==> config.mk <==
export PLATFORM = sky130hd
export DESIGN_NAME = rmw_reset_manager
export DESIGN_NICKNAME = d
export VERILOG_FILES = /design/src/rmw_pkg.sv /design/src/rmw_sync_if.sv /design/src/rmw_sync3.sv /design/src/rmw_reset_manager.sv
export VERILOG_INCLUDE_DIRS = /design/src
export SDC_FILE = /design/constraint.sdc
export NUM_CORES = 1
export LEC_CHECK = 0
export ABC_CLOCK_PERIOD_IN_PS = 2710
export BUFFER_PORTS_ARGS = -buffer_cell sky130_fd_sc_hd__buf_2
export CAP_MARGIN = 20
export CORE_MARGIN = 2
export CORE_UTILIZATION = 50
export DETAILED_ROUTE_END_ITERATION = 6
export HOLD_SLACK_MARGIN = 0.15
export PLACE_DENSITY_LB_ADDON = 0.1
export SYNTH_ARGS = -nofsm -noshare
export SYNTH_HDL_FRONTEND = slang
export SYNTH_HIERARCHICAL = 1
export SYNTH_SLANG_ARGS = --single-unit
==> constraint.sdc <==
create_clock -name i_ref_clk -period 2.71 [get_ports i_ref_clk]
set_input_delay 0.542 -clock i_ref_clk [delete_from_list [all_inputs] [get_ports i_ref_clk]]
set_output_delay 0.542 -clock i_ref_clk [all_outputs]
set_load 0.05 [all_outputs]
==> src/rmw_defines.svh <==
`ifndef RMW_DEFINES_SVH
`define RMW_DEFINES_SVH

// Register offsets on the plain register port
`define RMW_ADDR_W 4
`define RMW_OFS_STATUS 4'h0
`define RMW_OFS_CONTROL 4'h1
`define RMW_OFS_TIMEOUT 4'h2

// reset_cause_status fields
`define RMW_ST_SLEEP 7
`define RMW_ST_FLAGS_LSB 1
`define RMW_FLAG_W 5
`define RMW_FLAG_BAD_ADDR 4
`define RMW_FLAG_TIMEOUT 3
`define RMW_FLAG_PORT_COMBO 2
`define RMW_FLAG_PIN 1
`define RMW_FLAG_PIN_WAKE 0
`define RMW_FLAGS_RESET 5'h00

// reset_source_control fields
`define RMW_CT_SLEEP_UNLOCK 7
`define RMW_CT_PORT_CFG 6
`define RMW_CT_BAD_ADDR 5
`define RMW_CT_TIMEOUT 4
`define RMW_CTRL_RESET 4'h0

// timeout_key_count
`define RMW_KEY_FIRST 8'h0a
`define RMW_KEY_SECOND 8'h03
`define RMW_WD_W 4
`define RMW_WD_LIMIT 4'h8
`define RMW_WD_RESET 4'h0

// Timing
`define RMW_CLK_NS 50
`define RMW_POR_MIN_MS 5
`define RMW_POR_MAX_MS 20
`define RMW_PIN_MIN_US 20
`define RMW_PIN_MAX_US 200
`define RMW_TIMEOUT_PERIOD_S 2
`define RMW_POR_CYC ((`RMW_POR_MIN_MS * 1000000 + `RMW_CLK_NS - 1) / `RMW_CLK_NS)
`define RMW_PIN_CYC ((`RMW_PIN_MIN_US * 1000 + `RMW_CLK_NS - 1) / `RMW_CLK_NS)
`define RMW_SRC_HOLD_CYC 16

`endif

==> src/rmw_pkg.sv <==
`default_nettype none
package rmw_pkg;
    typedef logic [7:0] rmw_byte_t;
    typedef enum logic [2:0] {
        RMW_PWR_WAIT = 3'b001,
        RMW_PWR_HOLD = 3'b010,
        RMW_PWR_RUN = 3'b100
    } rmw_pwr_state_t;
endpackage
`default_nettype wire

==> src/rmw_sync_if.sv <==
`default_nettype none
interface rmw_sync_if #(parameter int W = 1);
    logic [W-1:0] raw;
    logic [W-1:0] clean;
    modport sync (input raw, output clean);
    modport user (output raw, input clean);
endinterface
`default_nettype wire

==> src/rmw_sync3.sv <==
`default_nettype none
module rmw_sync3 #(
    parameter int W = 1
) (
    input wire logic i_clk,     // System clock
    input wire logic i_rstn,    // Async reset, active low
    rmw_sync_if.sync port       // Raw in, filtered out
);
    logic [W-1:0] ff1;
    logic [W-1:0] ff2;
    logic [W-1:0] ff3;
    logic [W-1:0] next_clean;

    // A change counts only once stages two and three agree
    assign next_clean = (ff2 & ~(ff2 ^ ff3)) | (port.clean & (ff2 ^ ff3));

    always_ff @(posedge i_clk or negedge i_rstn) begin
        if (!i_rstn) begin
            ff1 <= '0;
            ff2 <= '0;
            ff3 <= '0;
            port.clean <= '0;
        end else begin
            ff1 <= port.raw;
            ff2 <= ff1;
            ff3 <= ff2;
            port.clean <= next_clean;
        end
    end
endmodule // rmw_sync3
`default_nettype wire

==> src/rmw_reset_manager.sv <==
`include "rmw_defines.svh"
`default_nettype none

// Function
// Power-up reset asserts on supply rise, releases only after regulator started.
// Power-up reset held 5 to 20 ms before software runs.
// High level on reset pin puts device into reset.
// Reset held a version-dependent time after reset pin falls.
// Port A combination request is a system reset source.
// Enabled watchdog expiring without clear causes system reset.
// Enabled bad-address access causes system reset.
// Sleep entered by writing sleep bit while unlocked; sleep reset held throughout.
// Sleep bit writes ignored while locked; sleep bit reads zero.
// Distinct cause flag per reset source, including pin during sleep.
// Cause flags accumulate until any write to status clears all.
// Pin wake from sleep sets both pin flag and pin-wake flag.
// Power-up leaves all cause flags zero.
// Watchdog enable cannot be cleared by software; only power-up clears.
// With port-config enable, port, bad-address, watchdog resets also reset ports.
// Watchdog cleared only by consecutive writes 0x0a then 0x03.
// Any other watchdog write between keys prevents the clear.
// Four-bit readable watchdog counts 0 to 7, resets on reaching 8; a disabled watchdog here holds 8 until the next tick, then wraps to 0.
// Software clears watchdog within 2 s; timeout at least 2 s.
// Watchdog clocked by low prescaler, stops on external clock without RC.
// System reset follows power-up or any enabled source; cold follows power-up only.
// Port-config enable clear keeps port configuration through non-power-up resets; the pin reset here still resets port configuration.
// Watchdog advances once per fixed low-prescaler tick; valid keys zero it.
// Async requests synchronised before flags; system reset released synchronously.
module rmw_reset_manager #(
    parameter int unsigned P_POR_CYC = `RMW_POR_CYC,
    parameter int unsigned P_PIN_HOLD_CYC = `RMW_PIN_CYC,
    parameter int unsigned P_SRC_HOLD_CYC = `RMW_SRC_HOLD_CYC
) (
    input wire logic i_ref_clk,                    // 20 MHz system clock
    input wire logic i_rstn,                       // Power-on detector, active low
    input wire logic i_regulator_ready,            // Regulator started, async
    input wire logic i_reset_pin,                  // External reset pin, high = reset
    input wire logic i_port_combo_req,             // Port A combination request, async
    input wire logic i_bad_address,                // Access outside memory map, pulse
    input wire logic i_lowpre_tick,                // Low prescaler watchdog tick, pulse
    input wire logic i_ext_clk_used,               // External clock selected
    input wire logic i_rc_osc_enable,              // RC oscillator enabled
    input wire logic [`RMW_ADDR_W-1:0] i_addr,     // Register address
    input wire logic [7:0] i_wdata,                // Write data
    input wire logic i_wr,                         // Write strobe
    input wire logic i_rd,                         // Read strobe
    output logic [7:0] o_rdata,                    // Read data, cycle after strobe
    output logic o_reset_cold,                     // Power-up reset, high active
    output logic o_reset_system,                   // System-wide reset, high active
    output logic o_reset_port_cfg,                 // Port configuration reset
    output logic o_reset_sleep,                    // Sleep-hold reset
    output logic o_sleep                           // Device in sleep
);
    localparam int POR_W = $clog2(P_POR_CYC + 1);
    localparam int HOLD_MAX = (P_PIN_HOLD_CYC > P_SRC_HOLD_CYC) ?
        P_PIN_HOLD_CYC : P_SRC_HOLD_CYC;
    localparam int HOLD_W = $clog2(HOLD_MAX + 1);

    // Synchronisers for the asynchronous inputs
    // Agreement of two stages costs a cycle but rejects one-cycle glitches
    rmw_sync_if #(.W(3)) u_sync_if ();

    logic regulator_ok;
    logic pin_high;
    logic port_req;

    assign u_sync_if.raw = {i_regulator_ready, i_reset_pin, i_port_combo_req};
    assign regulator_ok = u_sync_if.clean[2];
    assign pin_high = u_sync_if.clean[1];
    assign port_req = u_sync_if.clean[0];

    rmw_sync3 #(
        .W(3)
    ) u_sync (
        .i_clk(i_ref_clk),
        .i_rstn(i_rstn),
        .port(u_sync_if.sync)
    );

    // Power-up sequencing
    rmw_pkg::rmw_pwr_state_t pwr_state;
    rmw_pkg::rmw_pwr_state_t next_pwr_state;
    logic [POR_W-1:0] por_cnt;
    logic [POR_W-1:0] next_por_cnt;
    logic por_done;
    logic cold;
    logic next_cold;

    assign por_done = (por_cnt == POR_W'(P_POR_CYC - 1));

    always_comb begin
        next_pwr_state = pwr_state;
        next_por_cnt = por_cnt;
        case (pwr_state)
            rmw_pkg::RMW_PWR_WAIT: begin
                // Hold count starts only after the regulator is up
                next_por_cnt = '0;
                if (regulator_ok) begin
                    next_pwr_state = rmw_pkg::RMW_PWR_HOLD;
                end
            end
            rmw_pkg::RMW_PWR_HOLD: begin
                if (por_done) begin
                    next_pwr_state = rmw_pkg::RMW_PWR_RUN;
                end else begin
                    next_por_cnt = por_cnt + POR_W'(1);
                end
            end
            rmw_pkg::RMW_PWR_RUN: begin
                next_pwr_state = rmw_pkg::RMW_PWR_RUN;
            end
            default: begin
                next_pwr_state = rmw_pkg::RMW_PWR_WAIT;
                next_por_cnt = '0;
            end
        endcase
    end

    assign cold = (pwr_state != rmw_pkg::RMW_PWR_RUN);
    assign next_cold = (next_pwr_state != rmw_pkg::RMW_PWR_RUN);

    always_ff @(posedge i_ref_clk or negedge i_rstn) begin
        if (!i_rstn) begin
            pwr_state <= rmw_pkg::RMW_PWR_WAIT;
            por_cnt <= '0;
        end else begin
            pwr_state <= next_pwr_state;
            por_cnt <= next_por_cnt;
        end
    end

    // Register decode
    logic sel_status;
    logic sel_control;
    logic sel_timeout;
    logic wr_status;
    logic wr_control;
    logic wr_timeout;

    assign sel_status = (i_addr == `RMW_OFS_STATUS);
    assign sel_control = (i_addr == `RMW_OFS_CONTROL);
    assign sel_timeout = (i_addr == `RMW_OFS_TIMEOUT);
    // Software is not running during power-up, so writes are dropped then
    assign wr_status = i_wr & sel_status & ~cold;
    assign wr_control = i_wr & sel_control & ~cold;
    assign wr_timeout = i_wr & sel_timeout & ~cold;

    // Control register
    logic sleep_unlock;
    logic port_cfg_reset_enable;
    logic bad_address_reset_enable;
    logic timeout_reset_enable;

    always_ff @(posedge i_ref_clk or negedge i_rstn) begin
        if (!i_rstn) begin
            sleep_unlock <= 1'b0;
            port_cfg_reset_enable <= 1'b0;
            bad_address_reset_enable <= 1'b0;
            timeout_reset_enable <= 1'b0;
        end else if (cold) begin
            sleep_unlock <= 1'b0;
            port_cfg_reset_enable <= 1'b0;
            bad_address_reset_enable <= 1'b0;
            timeout_reset_enable <= 1'b0;
        end else if (wr_control) begin
            sleep_unlock <= i_wdata[`RMW_CT_SLEEP_UNLOCK];
            port_cfg_reset_enable <= i_wdata[`RMW_CT_PORT_CFG];
            bad_address_reset_enable <= i_wdata[`RMW_CT_BAD_ADDR];
            // Once set, stays set until the next power-up
            timeout_reset_enable <= timeout_reset_enable | i_wdata[`RMW_CT_TIMEOUT];
        end
    end

    // Watchdog
    logic [`RMW_WD_W-1:0] wd_count;
    logic [`RMW_WD_W-1:0] next_wd_count;
    logic key_armed;
    logic next_key_armed;
    logic key_clear;
    logic wd_tick;
    logic wd_at_limit;
    logic wd_fire;

    // Clock stops when an external clock runs without the RC oscillator
    assign wd_tick = i_lowpre_tick & ~(i_ext_clk_used & ~i_rc_osc_enable);
    assign wd_at_limit = (wd_count == `RMW_WD_LIMIT);
    // Level source: it stays up until the system reset clears the count
    assign wd_fire = wd_at_limit & timeout_reset_enable & ~cold;
    assign key_clear = wr_timeout & key_armed & (i_wdata == `RMW_KEY_SECOND);
    // Every watchdog write re-evaluates the arm, so a stray write disarms
    assign next_key_armed = wr_timeout ? (i_wdata == `RMW_KEY_FIRST) : key_armed;

    always_comb begin
        next_wd_count = wd_count;
        if (key_clear) begin
            next_wd_count = `RMW_WD_RESET;
        end else if (wd_tick) begin
            if (wd_at_limit) begin
                // Disabled watchdog wraps instead of firing
                next_wd_count = `RMW_WD_RESET;
            end else begin
                next_wd_count = wd_count + `RMW_WD_W'(1);
            end
        end
    end

    always_ff @(posedge i_ref_clk or negedge i_rstn) begin
        if (!i_rstn) begin
            wd_count <= `RMW_WD_RESET;
            key_armed <= 1'b0;
        end else if (cold || o_reset_system) begin
            wd_count <= `RMW_WD_RESET;
            key_armed <= 1'b0;
        end else begin
            wd_count <= next_wd_count;
            key_armed <= next_key_armed;
        end
    end

    // Reset sources and hold timer
    logic port_event;
    logic bad_event;
    logic src_event;
    logic [HOLD_W-1:0] hold_cnt;
    logic [HOLD_W-1:0] next_hold_cnt;
    logic hold_busy;
    logic by_pin;
    logic next_by_pin;
    logic next_system;
    logic next_port_cfg;

    assign port_event = port_req & ~cold;
    assign bad_event = i_bad_address & bad_address_reset_enable & ~cold;
    assign src_event = port_event | bad_event | wd_fire;
    assign hold_busy = (hold_cnt != '0);

    always_comb begin
        next_hold_cnt = hold_cnt;
        if (pin_high) begin
            // Hold time counts from the falling edge of the pin
            next_hold_cnt = HOLD_W'(P_PIN_HOLD_CYC);
        end else if (src_event && (hold_cnt < HOLD_W'(P_SRC_HOLD_CYC))) begin
            next_hold_cnt = HOLD_W'(P_SRC_HOLD_CYC);
        end else if (hold_busy) begin
            next_hold_cnt = hold_cnt - HOLD_W'(1);
        end
    end

    // Remembers a pin reset so its hold time also resets the ports
    assign next_by_pin = pin_high | (by_pin & hold_busy);
    assign next_system = next_cold | pin_high | src_event | hold_busy;
    // Power-up and pin resets always clear ports; other sources only when enabled
    assign next_port_cfg = next_cold | pin_high | (by_pin & hold_busy) |
        (next_system & port_cfg_reset_enable);

    always_ff @(posedge i_ref_clk or negedge i_rstn) begin
        if (!i_rstn) begin
            hold_cnt <= '0;
            by_pin <= 1'b0;
        end else begin
            hold_cnt <= next_hold_cnt;
            by_pin <= next_by_pin;
        end
    end

    // Sleep control
    logic sleep_req;
    logic next_sleep;

    assign sleep_req = wr_status & i_wdata[`RMW_ST_SLEEP] & sleep_unlock;
    // Any system reset wakes the device
    assign next_sleep = ~next_system & (o_sleep | sleep_req);

    // Cause flags
    logic [`RMW_FLAG_W-1:0] flags;
    logic [`RMW_FLAG_W-1:0] flag_set;
    logic [`RMW_FLAG_W-1:0] next_flags;

    always_comb begin
        flag_set = '0;
        flag_set[`RMW_FLAG_BAD_ADDR] = bad_event;
        flag_set[`RMW_FLAG_TIMEOUT] = wd_fire;
        flag_set[`RMW_FLAG_PORT_COMBO] = port_event;
        flag_set[`RMW_FLAG_PIN] = pin_high & ~cold;
        flag_set[`RMW_FLAG_PIN_WAKE] = pin_high & o_sleep & ~cold;
    end

    // Set wins over a clearing write in the same cycle
    assign next_flags = (wr_status ? `RMW_FLAGS_RESET : flags) | flag_set;

    always_ff @(posedge i_ref_clk or negedge i_rstn) begin
        if (!i_rstn) begin
            flags <= `RMW_FLAGS_RESET;
        end else if (cold) begin
            flags <= `RMW_FLAGS_RESET;
        end else begin
            flags <= next_flags;
        end
    end

    // Reset outputs, all registered so release is synchronous
    always_ff @(posedge i_ref_clk or negedge i_rstn) begin
        if (!i_rstn) begin
            o_reset_cold <= 1'b1;
            o_reset_system <= 1'b1;
            o_reset_port_cfg <= 1'b1;
            o_reset_sleep <= 1'b1;
            o_sleep <= 1'b0;
        end else begin
            o_reset_cold <= next_cold;
            o_reset_system <= next_system;
            o_reset_port_cfg <= next_port_cfg;
            o_reset_sleep <= next_cold | next_sleep;
            o_sleep <= next_sleep;
        end
    end

    // Read path
    rmw_pkg::rmw_byte_t status_view;
    rmw_pkg::rmw_byte_t control_view;
    rmw_pkg::rmw_byte_t timeout_view;
    rmw_pkg::rmw_byte_t read_mux;

    // Sleep bit always reads as zero
    assign status_view = {1'b0, 1'b0, flags, 1'b0};
    assign control_view = {sleep_unlock, port_cfg_reset_enable,
        bad_address_reset_enable, timeout_reset_enable, `RMW_CTRL_RESET};
    assign timeout_view = {4'h0, wd_count};
    // Unmapped addresses read zero so software sees no alias
    assign read_mux = sel_status ? status_view :
        sel_control ? control_view :
        sel_timeout ? timeout_view : 8'h00;

    always_ff @(posedge i_ref_clk or negedge i_rstn) begin
        if (!i_rstn) begin
            o_rdata <= 8'h00;
        end else begin
            o_rdata <= i_rd ? read_mux : 8'h00;
        end
    end
endmodule // rmw_reset_manager
`default_nettype wire

==> After elaboration in Yosys (flattened, before gate mapping) <==
Cells that the tools add are included.
{ "classes": {"addsub": 3, "magnitude_cmp": 1, "eq_ne": 12, "mux": 28, "n_bitwise": 45, "n_reduce_logical": 9} }
{ "op_table": {"columns": ["op", "count"], "rows": [
  ["$pmux 17 s2", 1],
  ["$mux 9", 3],
  ["$mux 8", 3],
  ["$and 1x1->1", 23],
  ["$mux 4", 5],
  ["$add 17x1->17 const B", 1],
  ["$eq 17x17->1 const B", 1],
  ["$mux 17", 1],
  ["$or 1x1->1", 11],
  ["$mux 1", 10],
  ["$mux 5", 2],
  ["$lt 9x5->1 const B", 1],
  ["$pmux 3 s3", 1],
  ["$reduce_bool 9->1", 1],
  ["$sub 9x1->9 const B", 1],
  ["$eq 8x2->1 const B", 1],
  ["$eq 8x4->1 const B", 1],
  ["$and 3x3->3", 2],
  ["$mux 3", 2],
  ["$ne 3x3->1 const B", 2],
  ["$reduce_bool 3->1", 2],
  ["$not 1->1", 5],
  ["$or 5x5->5", 1],
  ["$add 4x1->4 const B", 1],
  ["15 further kinds", 16]
]} }
{ "totals": {"reg_bits": 69, "inputBits": 23, "output_inout_bits": 13, "elab_cells": 119} }

==> Longest topological paths before layout <==
Gate-level depths: netlist (run 1).
{ "logic_depth": {"depth_word": 10, "ltp_mapped": 8, "mapped_depth_nobuf": 6} }

==> By module <==
The synthesis (run 1) kept the hierarchy.
{ "modules_own_cells": {"columns": ["mod", "instances", "cells_each", "area_per_inst_um2", "seq_area_each_um2"], "rows": [
  ["rmw_reset_manager", 1, 289, 2852.7, 1432.6],
  ["rmw_sync3", 1, 15, 334.1, 300.3]
]} }

==> Worst setup path after synthesis (run 1) <==
No wires, ideal clock.
{ "synth_path": {"path_kind": "register to register", "start": "reg hold_cnt[0]", "end": "reg o_sleep", "setup_time_ps": 87, "arrival_time_ps": 2118, "required_ps": 2623, "slack_ps": 505, "path_stages_with_launch": 8, "path_buffers": 1, "synth_period_minus_slack_ps": 2205, "cell_sequence": "dfrtp_1 inv_1 ha_1 or3b_4 or3_1 buf_6 or4_4 a211oi_2"} }
{ "synth_between": {"elab_chain_cells": 4} }
{ "synth_rtl": {"columns": ["element", "line", "source"], "rows": [
  ["start, declared", "rmw_reset_manager.sv:224", "logic [HOLD_W-1:0] hold_cnt;"],
  ["start signal, assigned", "rmw_reset_manager.sv:261", "hold_cnt <= next_hold_cnt;"],
  ["$reduce_bool 9->1", "rmw_reset_manager.sv:235", "assign hold_busy = (hold_cnt != '0);"],
  ["$or 1x1->1", "rmw_reset_manager.sv:251", "assign next_system = next_cold | pin_high | src_event | hold_busy;"],
  ["$not 1->1", "rmw_reset_manager.sv:272", "assign next_sleep = ~next_system & (o_sleep | sleep_req);"],
  ["$and 1x1->1", "rmw_reset_manager.sv:272", null],
  ["net next_sleep", "rmw_reset_manager.sv:268", "logic next_sleep;"],
  ["end signal, assigned", "rmw_reset_manager.sv:314", "o_sleep <= next_sleep;"],
  ["end, declared", "rmw_reset_manager.sv:52", "output logic o_sleep"]
]} }
The timed path passes the listed nets, and every way through them passes these cells.
A chain may end at the register's enable or synchronous reset.

==> Worst setup path after layout (run 1) <==
Ends and elaborated chain as after synthesis.

==> results of run 1 <==
## sequential cells by signal (all words and copies together), names as in the netlist, 3 cells and up, named ones only
register,count
flags,5
wd_count,4
u_sync/ff3,3
u_sync/ff1,3
pwr_state,3
por_cnt,17
hold_cnt,9
u_sync/ff2,3
o_rdata,8
## worst paths after layout
path	start	depth (start not counted)	slack, ps	endpoint
setup / recovery	hold_cnt[0]	6	350	o_sleep
setup reg to reg	hold_cnt[0]	6	350	o_sleep
hold / removal	i_rstn	1	210	wd_count[3]
min in group i_ref_clk	i_regulator_ready	1	310	u_sync/ff1[2]
hold reg to reg	u_sync/ff1[2]	0	350	u_sync/ff2[2]
max in group asynchronous	i_rstn	2	1800	pwr_state[0]
## final cells by class
cell class / instances / area [um^2] / area share (%)
Tap cell: 77 / 96.3 / 2.63
Clock buffer: 13 / 169 / 4.62
Multi-Input combinational cell: 213 / 1350 / 37.0
Clock inverter: 3 / 42.5 / 1.16
Inverter: 10 / 37.5 / 1.03
Timing Repair Buffer: 40 / 225 / 6.16
Sequential cell: 69 / 1730 / 47.4
## where the power goes
| group | switching (mW) | leakage, nW | internal (mW) |
|---|---|---|---|
| clock network | 0.374 | 0.106 | 0.500 |
| registers | 0.0708 | 0.893 | 1.09 |
| logic | 0.145 | 0.572 | 0.113 |
| total | 0.590 | 1.57 | 1.70 |
## routing by layer
| layer | up-vias | track usage (%) | wire length [um] |
|---|---|---|---|
| met5 | - | 0 | 0 |
| met1 | 1176 | 27.6 | 3050 |
| met2 | 44 | 31.2 | 3040 |
| met4 | 0 | 9.97 | 125 |
| met3 | 10 | 3.46 | 209 |
| li1 | 1180 | - | - |
## cell families after synthesis
kind of cell	count (synthesis)	share of synthesized area, %
adders and majority gates	7	2.63
muxes	12	3.77
DFF	69	54.4
xor gates and xnor gates	6	1.65
buffers and inverters	22	3.14
and+or+nand+nor	128	22.3
AOI/OAI and AO/OA	60	12.1
## cells in the final DEF, fill, tap and decap left out, types with 5 or more instances in the layout
cell type | Yosys | routed
dfrtp_1 | 64 | 64
buf_2 | 1 | 35
nor2_1 | 30 | 30
nand2_1 | 24 | 24
a21oi_1 | 22 | 22
mux2i_1 | 12 | 12
clkbuf_8 | 0 | 12
inv_1 | 10 | 10
o21ai_0 | 10 | 10
or4_1 | 9 | 9
o31ai_1 | 8 | 8
nand3_1 | 8 | 8
or3_1 | 7 | 7
nor3_1 | 6 | 6
nand4_1 | 6 | 6
dfstp_2 | 5 | 5
==> impl_metrics.yaml, run 1 <==
outcome:
  outcome: "finished, final reports clean"
clock_tree:
  clock_path_buffers: 2
  cts.sinks: 69
  ctsResizeCount: 0
  cts_tree: "done"
  post_cts_buffers: 0
  htree_num_levels: 3
  cts_root_buf: "clkbuf_8"
  cts_buffers: 9
  clk_pin_slew_ps: 70
  clock_latency_ps: 340
  hold_buffers: 0
yosys:
  netlist_area_um2: 3190
  yosysWarnings: 6
  ys_seq_elements: 69
  synth_edf_count: 0
  syn-num-nets: 331
  postSynthCellCount: 304
  ys.flop_type: "dfrtp_1"
  synth.top_cells.by_count: "dfrtp_1 (64), nor2_1 (30), nand2_1 (24)"
  yosysTopAreaCell: "dfrtp_1"
  syn_avg_cell_area_um2: 10.5
  ys_seq_area_share_pct: 54.4
  synth_top_area_share_pct: 50.3
  synth_most_common_cell: "dfrtp_1"
  yosysUniqueCellTypes: 51
  yosys-top-cells-area: "dfrtp_1 (50%), dfstp_2 (4.1%), mux2i_1 (3.8%), nor2_1 (3.5%), a21oi_1 (3.5%)"
  synthArstFlopShare_pct: 100
pwr:
  finalPower_mw: 2.29
  vdd_ir_drop_max_uv: 422
  power_density_nw_per_um2: 628
  p_leak_nw: 1.57
critical_path:
  cpMaxStageDelayCell: "or4_4"
  worstSetupPathType: "reg -> reg"
  start_kind: "register"
  critPathTopFamily: "simple AND/OR/NAND/NOR gates"
  end_kind: "register"
  worst-path-buf-inv: 1
  crit_required_ps: 2960
  critPathMaxStageDelay_ps: 560
  cp_cell_sequence: "inv_1 > ha_1 > or3b_4 > or3_1 > or4_4 > a211oi_2"
  critPathArrivalTime_ps: 2620
  path_max_fanout: 9
drt:
  routed_wl_um: 6430
  wl_per_cell_um: 15.1
  drt_iter0_drc: 134
  via_per_inst: 5.67
  drc: 0
  vias: 2410
  drt-pass1-iter-count: 4
  ant_nets: 0
placed_design:
  dpl.hpwl_um: 4430
  place_congestion: 0.818
  dpl.cell_count: 409
  io_buffers: 35
  dpl_cell_area_um2: 3450
  dpl_worst_slack_ps: 366
die:
  core_area_um2: 6240
  die_h_um: 83.8
  ios: 36
  start_util_pct: 51.1
  fp-row-count: 29
  die_w_um: 83.8
  design.die.area_um2: 7030
timing:
  hold_violations: 0
  fin_crit_sh_pct: 87.2
  period_needed_ps: 2360
  clock-skew-final_ps: 9.38
  grt_setup_unrepaired: "false"
  setup-tns-final_ps: 0
  timing.fmax_mhz: 423
  hold_ws_ps: 207
  worst_slew_pin_slew_ps: 600
  worst_slack_ps: 346
  setup_viol: 0
  maxSlewHeadroom_pct: 60.0
  drv_slew: 0
cells_and_area:
  synthToLayoutAreaGrowth_pct: 14.8
  n_fill_cell: 557
  fin_area_um2: 3660
  postLayoutCoreUtil_pct: 58.6
  stdcell_count: 425
  drive_gt1_share_pct: 20.7
  final_nets: 370
  antennaDiodeCount: 0
global_route:
  overflow: 0
  grt_usage_pct: 20.2
  grt_pass1_wl_um: 11100
  grt_max_degree: 46
  grt_pass1_vias: 2324
  antenna_found_initial: 0
flow_run:
  cap_violations: 0
worst_hold_path:
  worstHoldPathType: "in -> async"
No activity file was read; power rests on OpenSTA's default activity.
==> run 2: changes to the inputs <==
SYNTH_HIERARCHICAL = not set   (was 1)
==> run 2 against run 1 <==
Net effect:
- clock power is 3.1% lower
- wire length down 1.7%
- cell area down 0.44%
- global-route usage is 0.18 points lower
- clock skew is 0.82 ps higher
- critical path type unchanged
- highest routed layer unchanged
- critical path depth is 2 lower
- sequential cell count is the same
- power rose by 0.46%
- largest cell class unchanged
==> impl_metrics.yaml, run 2 <==
timing:
  drv_slew: 0
  hold_ws_ps: 167
  period_needed_ps: 2050
  timing.fmax_mhz: 487
  hold_violations: 0
  grt_setup_unrepaired: "false"
  clock-skew-final_ps: 10.2
  setup_viol: 0
  setup-tns-final_ps: 0
  fin_crit_sh_pct: 75.7
  worst_slew_pin_slew_ps: 516
  maxSlewHeadroom_pct: 65.3
critical_path:
  worst-path-buf-inv: 0
  worstSetupPathType: "reg -> reg"
  r2r_slack_ps: 660
  crit_required_ps: 2980
  r2r_start: "pwr_state[0]"
  startpoint: "pwr_state[0]"
  start_kind: "register"
  critPathArrivalTime_ps: 2320
  end_kind: "register"
  critPathTopFamily: "simple AND/OR/NAND/NOR gates"
  critPathMaxStageDelay_ps: 690
  cp_cell_sequence: "nor3b_4 > or4b_1 > or3_1 > a21oi_1"
  path_max_fanout: 11
  cpMaxStageDelayCell: "or4b_1"
die:
  core_area_um2: 6280
  die_h_um: 84.0
  die_w_um: 84.0
  start_util_pct: 51.0
  ios: 36
  design.die.area_um2: 7060
  fp-row-count: 29
pwr:
  swShare_pct: 27.8
  power_switching_mw: 0.641
  clock_power_share_pct: 36.8
  p_leak_nw: 1.51
  p_int_mw: 1.66
  seqPwrFrac_pct: 51.7
  vdd_ir_drop_max_uv: 380
  power_density_nw_per_um2: 633
  finalPower_mw: 2.31
  pwr-share-comb_pct: 11.5
clock_tree:
  cts_root_buf: "clkbuf_8"
  clk_pin_slew_ps: 80
  cts_buffers: 9
  clock_path_buffers: 2
  htree_num_levels: 3
  cts_tree: "done"
  ctsResizeCount: 0
  clock_latency_ps: 340
  cts.sinks: 69
  post_cts_buffers: 0
  hold_buffers: 0
cells_and_area:
  n_fill_cell: 552
  largest_register_ffs: 17
  top_register: "por_cnt"
  mostFrequentLayoutCell: "dfrtp_1"
  antennaDiodeCount: 0
  final_cell_mix: "dfrtp_1 (64), buf_2 (35), a21oi_1 (21), nor2_1 (20), nand2_1 (19)"
  drive_gt1_share_pct: 20.3
  final_nets: 366
  synthToLayoutAreaGrowth_pct: 13.8
  top_regs: "por_cnt (17), hold_cnt (9), o_rdata (8)"
yosys:
  synthXorXnorAreaFrac_pct: 2.74
  yosys-top-cells-area: "dfrtp_1 (50%), dfstp_2 (4.1%), a21oi_1 (3.3%), nor2_1 (2.3%), nand2_1 (2.2%)"
  yosysWarnings: 0
  yosysUniqueCellTypes: 53
  syn_avg_cell_area_um2: 10.6
  synth_most_common_cell: "dfrtp_1"
  yosysTopAreaCell: "dfrtp_1"
  muxShareOfSynthArea_pct: 2.19
  netlist_area_um2: 3200
  synth-compound-area-share_pct: 12.0
  syn-num-nets: 328
  synth_top_family_by_area: "simple AND/OR/NAND/NOR gates"
  ys.flop_type: "dfrtp_1"
  synthArstFlopShare_pct: 100
  ys_seq_area_share_pct: 54.1
  synth_top_area_share_pct: 50.0
  synth-adder-area-share_pct: 2.50
  ys_seq_elements: 69
  postSynthCellCount: 301
  yosys.area_share.simple_pct: 23.4
  synth_edf_count: 0
  synth.top_cells.by_count: "dfrtp_1 (64), a21oi_1 (21), nor2_1 (20)"
drt:
  via_per_inst: 5.65
  drc: 0
  wl_per_cell_um: 15.0
  routed_wl_um: 6320
  drt-pass1-iter-count: 4
  ant_nets: 0
  drt_iter0_drc: 98
  vias: 2378
global_route:
  grt_pass1_vias: 2347
  grt_usage_pct: 20.0
  antenna_found_initial: 0
  overflow: 0
  grt_pass1_wl_um: 11100
  grt_max_degree: 26
placed_design:
  io_buffers: 35
  place_congestion: 0.785
  dpl.hpwl_um: 4530
flow_run:
  cap_violations: 0
worst_hold_path:
  worstHoldPathType: "in -> async"
outcome:
  outcome: "finished, final reports clean"
-- run 2: final timing paths --
kind	endpoint	cells after the start
min	wd_count[0]	1
max in group asynchronous	o_reset_cold	2
max	por_cnt[14]	4
max reg2reg	por_cnt[14]	4
min in group i_ref_clk	u_sync.ff1[1]	1
min reg2reg	u_sync.ff2[2]	0
-- run 2: final cells by class --
| type | count | area (um^2) | share of cell area (%) |
|---|---|---|---|
| clock buffer | 10 | 138 | 3.78 |
| multi-input combinational | 211 | 1370 | 37.7 |
| clock inverter | 6 | 62.6 | 1.72 |
| sequential | 69 | 1730 | 47.6 |
| timing repair buffer | 39 | 205 | 5.64 |
| inverter | 9 | 33.8 | 0.928 |
| tap | 77 | 96.3 | 2.65 |
-- run 2: metal layers --
metal | vias up | GRT usage (%) | share of wire, %
li1 | 1174 | - | -
met1 | 1147 | 27.3 | 48
met2 | 45 | 30.9 | 46
met3 | 12 | 3.56 | 3.0
met4 | 0 | 9.68 | 2.3
met5 | - | 0 | 0
-- run 2: power by group through the flow --
stage | sequential, mW | clock [mW] | combinational (mW)
after floorplan | 1.17 | 0 | 0.211
after global placement | 1.21 | 0 | 0.264
after global routing | 1.21 | 0.912 | 0.310
final | 1.19 | 0.847 | 0.266
after CTS | 1.19 | 0.872 | 0.270
after detailed placement | 1.21 | 0 | 0.269
-- run 2: per-stage QoR --
step	area [um^2]	cells	utilization, %	worst slack (ps)
after floorplan	3200	301	-	748
after global placement	3440	405	54.8	632
after detailed placement	3440	405	54.8	591
after CTS	3640	421	58.0	639
after global routing	3640	421	58.0	509
final	3640	421	58.0	658
-- run 2: kinds of logic (layout without fill, tap and decap cells) --
| family | after synthesis | in the layout |
|---|---|---|
| AND/OR/NAND/NOR | 126 | 126 |
| flip-flops | 69 | 69 |
| AO/OA/AOI/OAI | 61 | 61 |
| buffers and inverters | 21 | 64 |
| XOR/XNOR | 10 | 10 |
| adder cells (fa/ha/maj) | 7 | 7 |
| multiplexers | 7 | 7 |
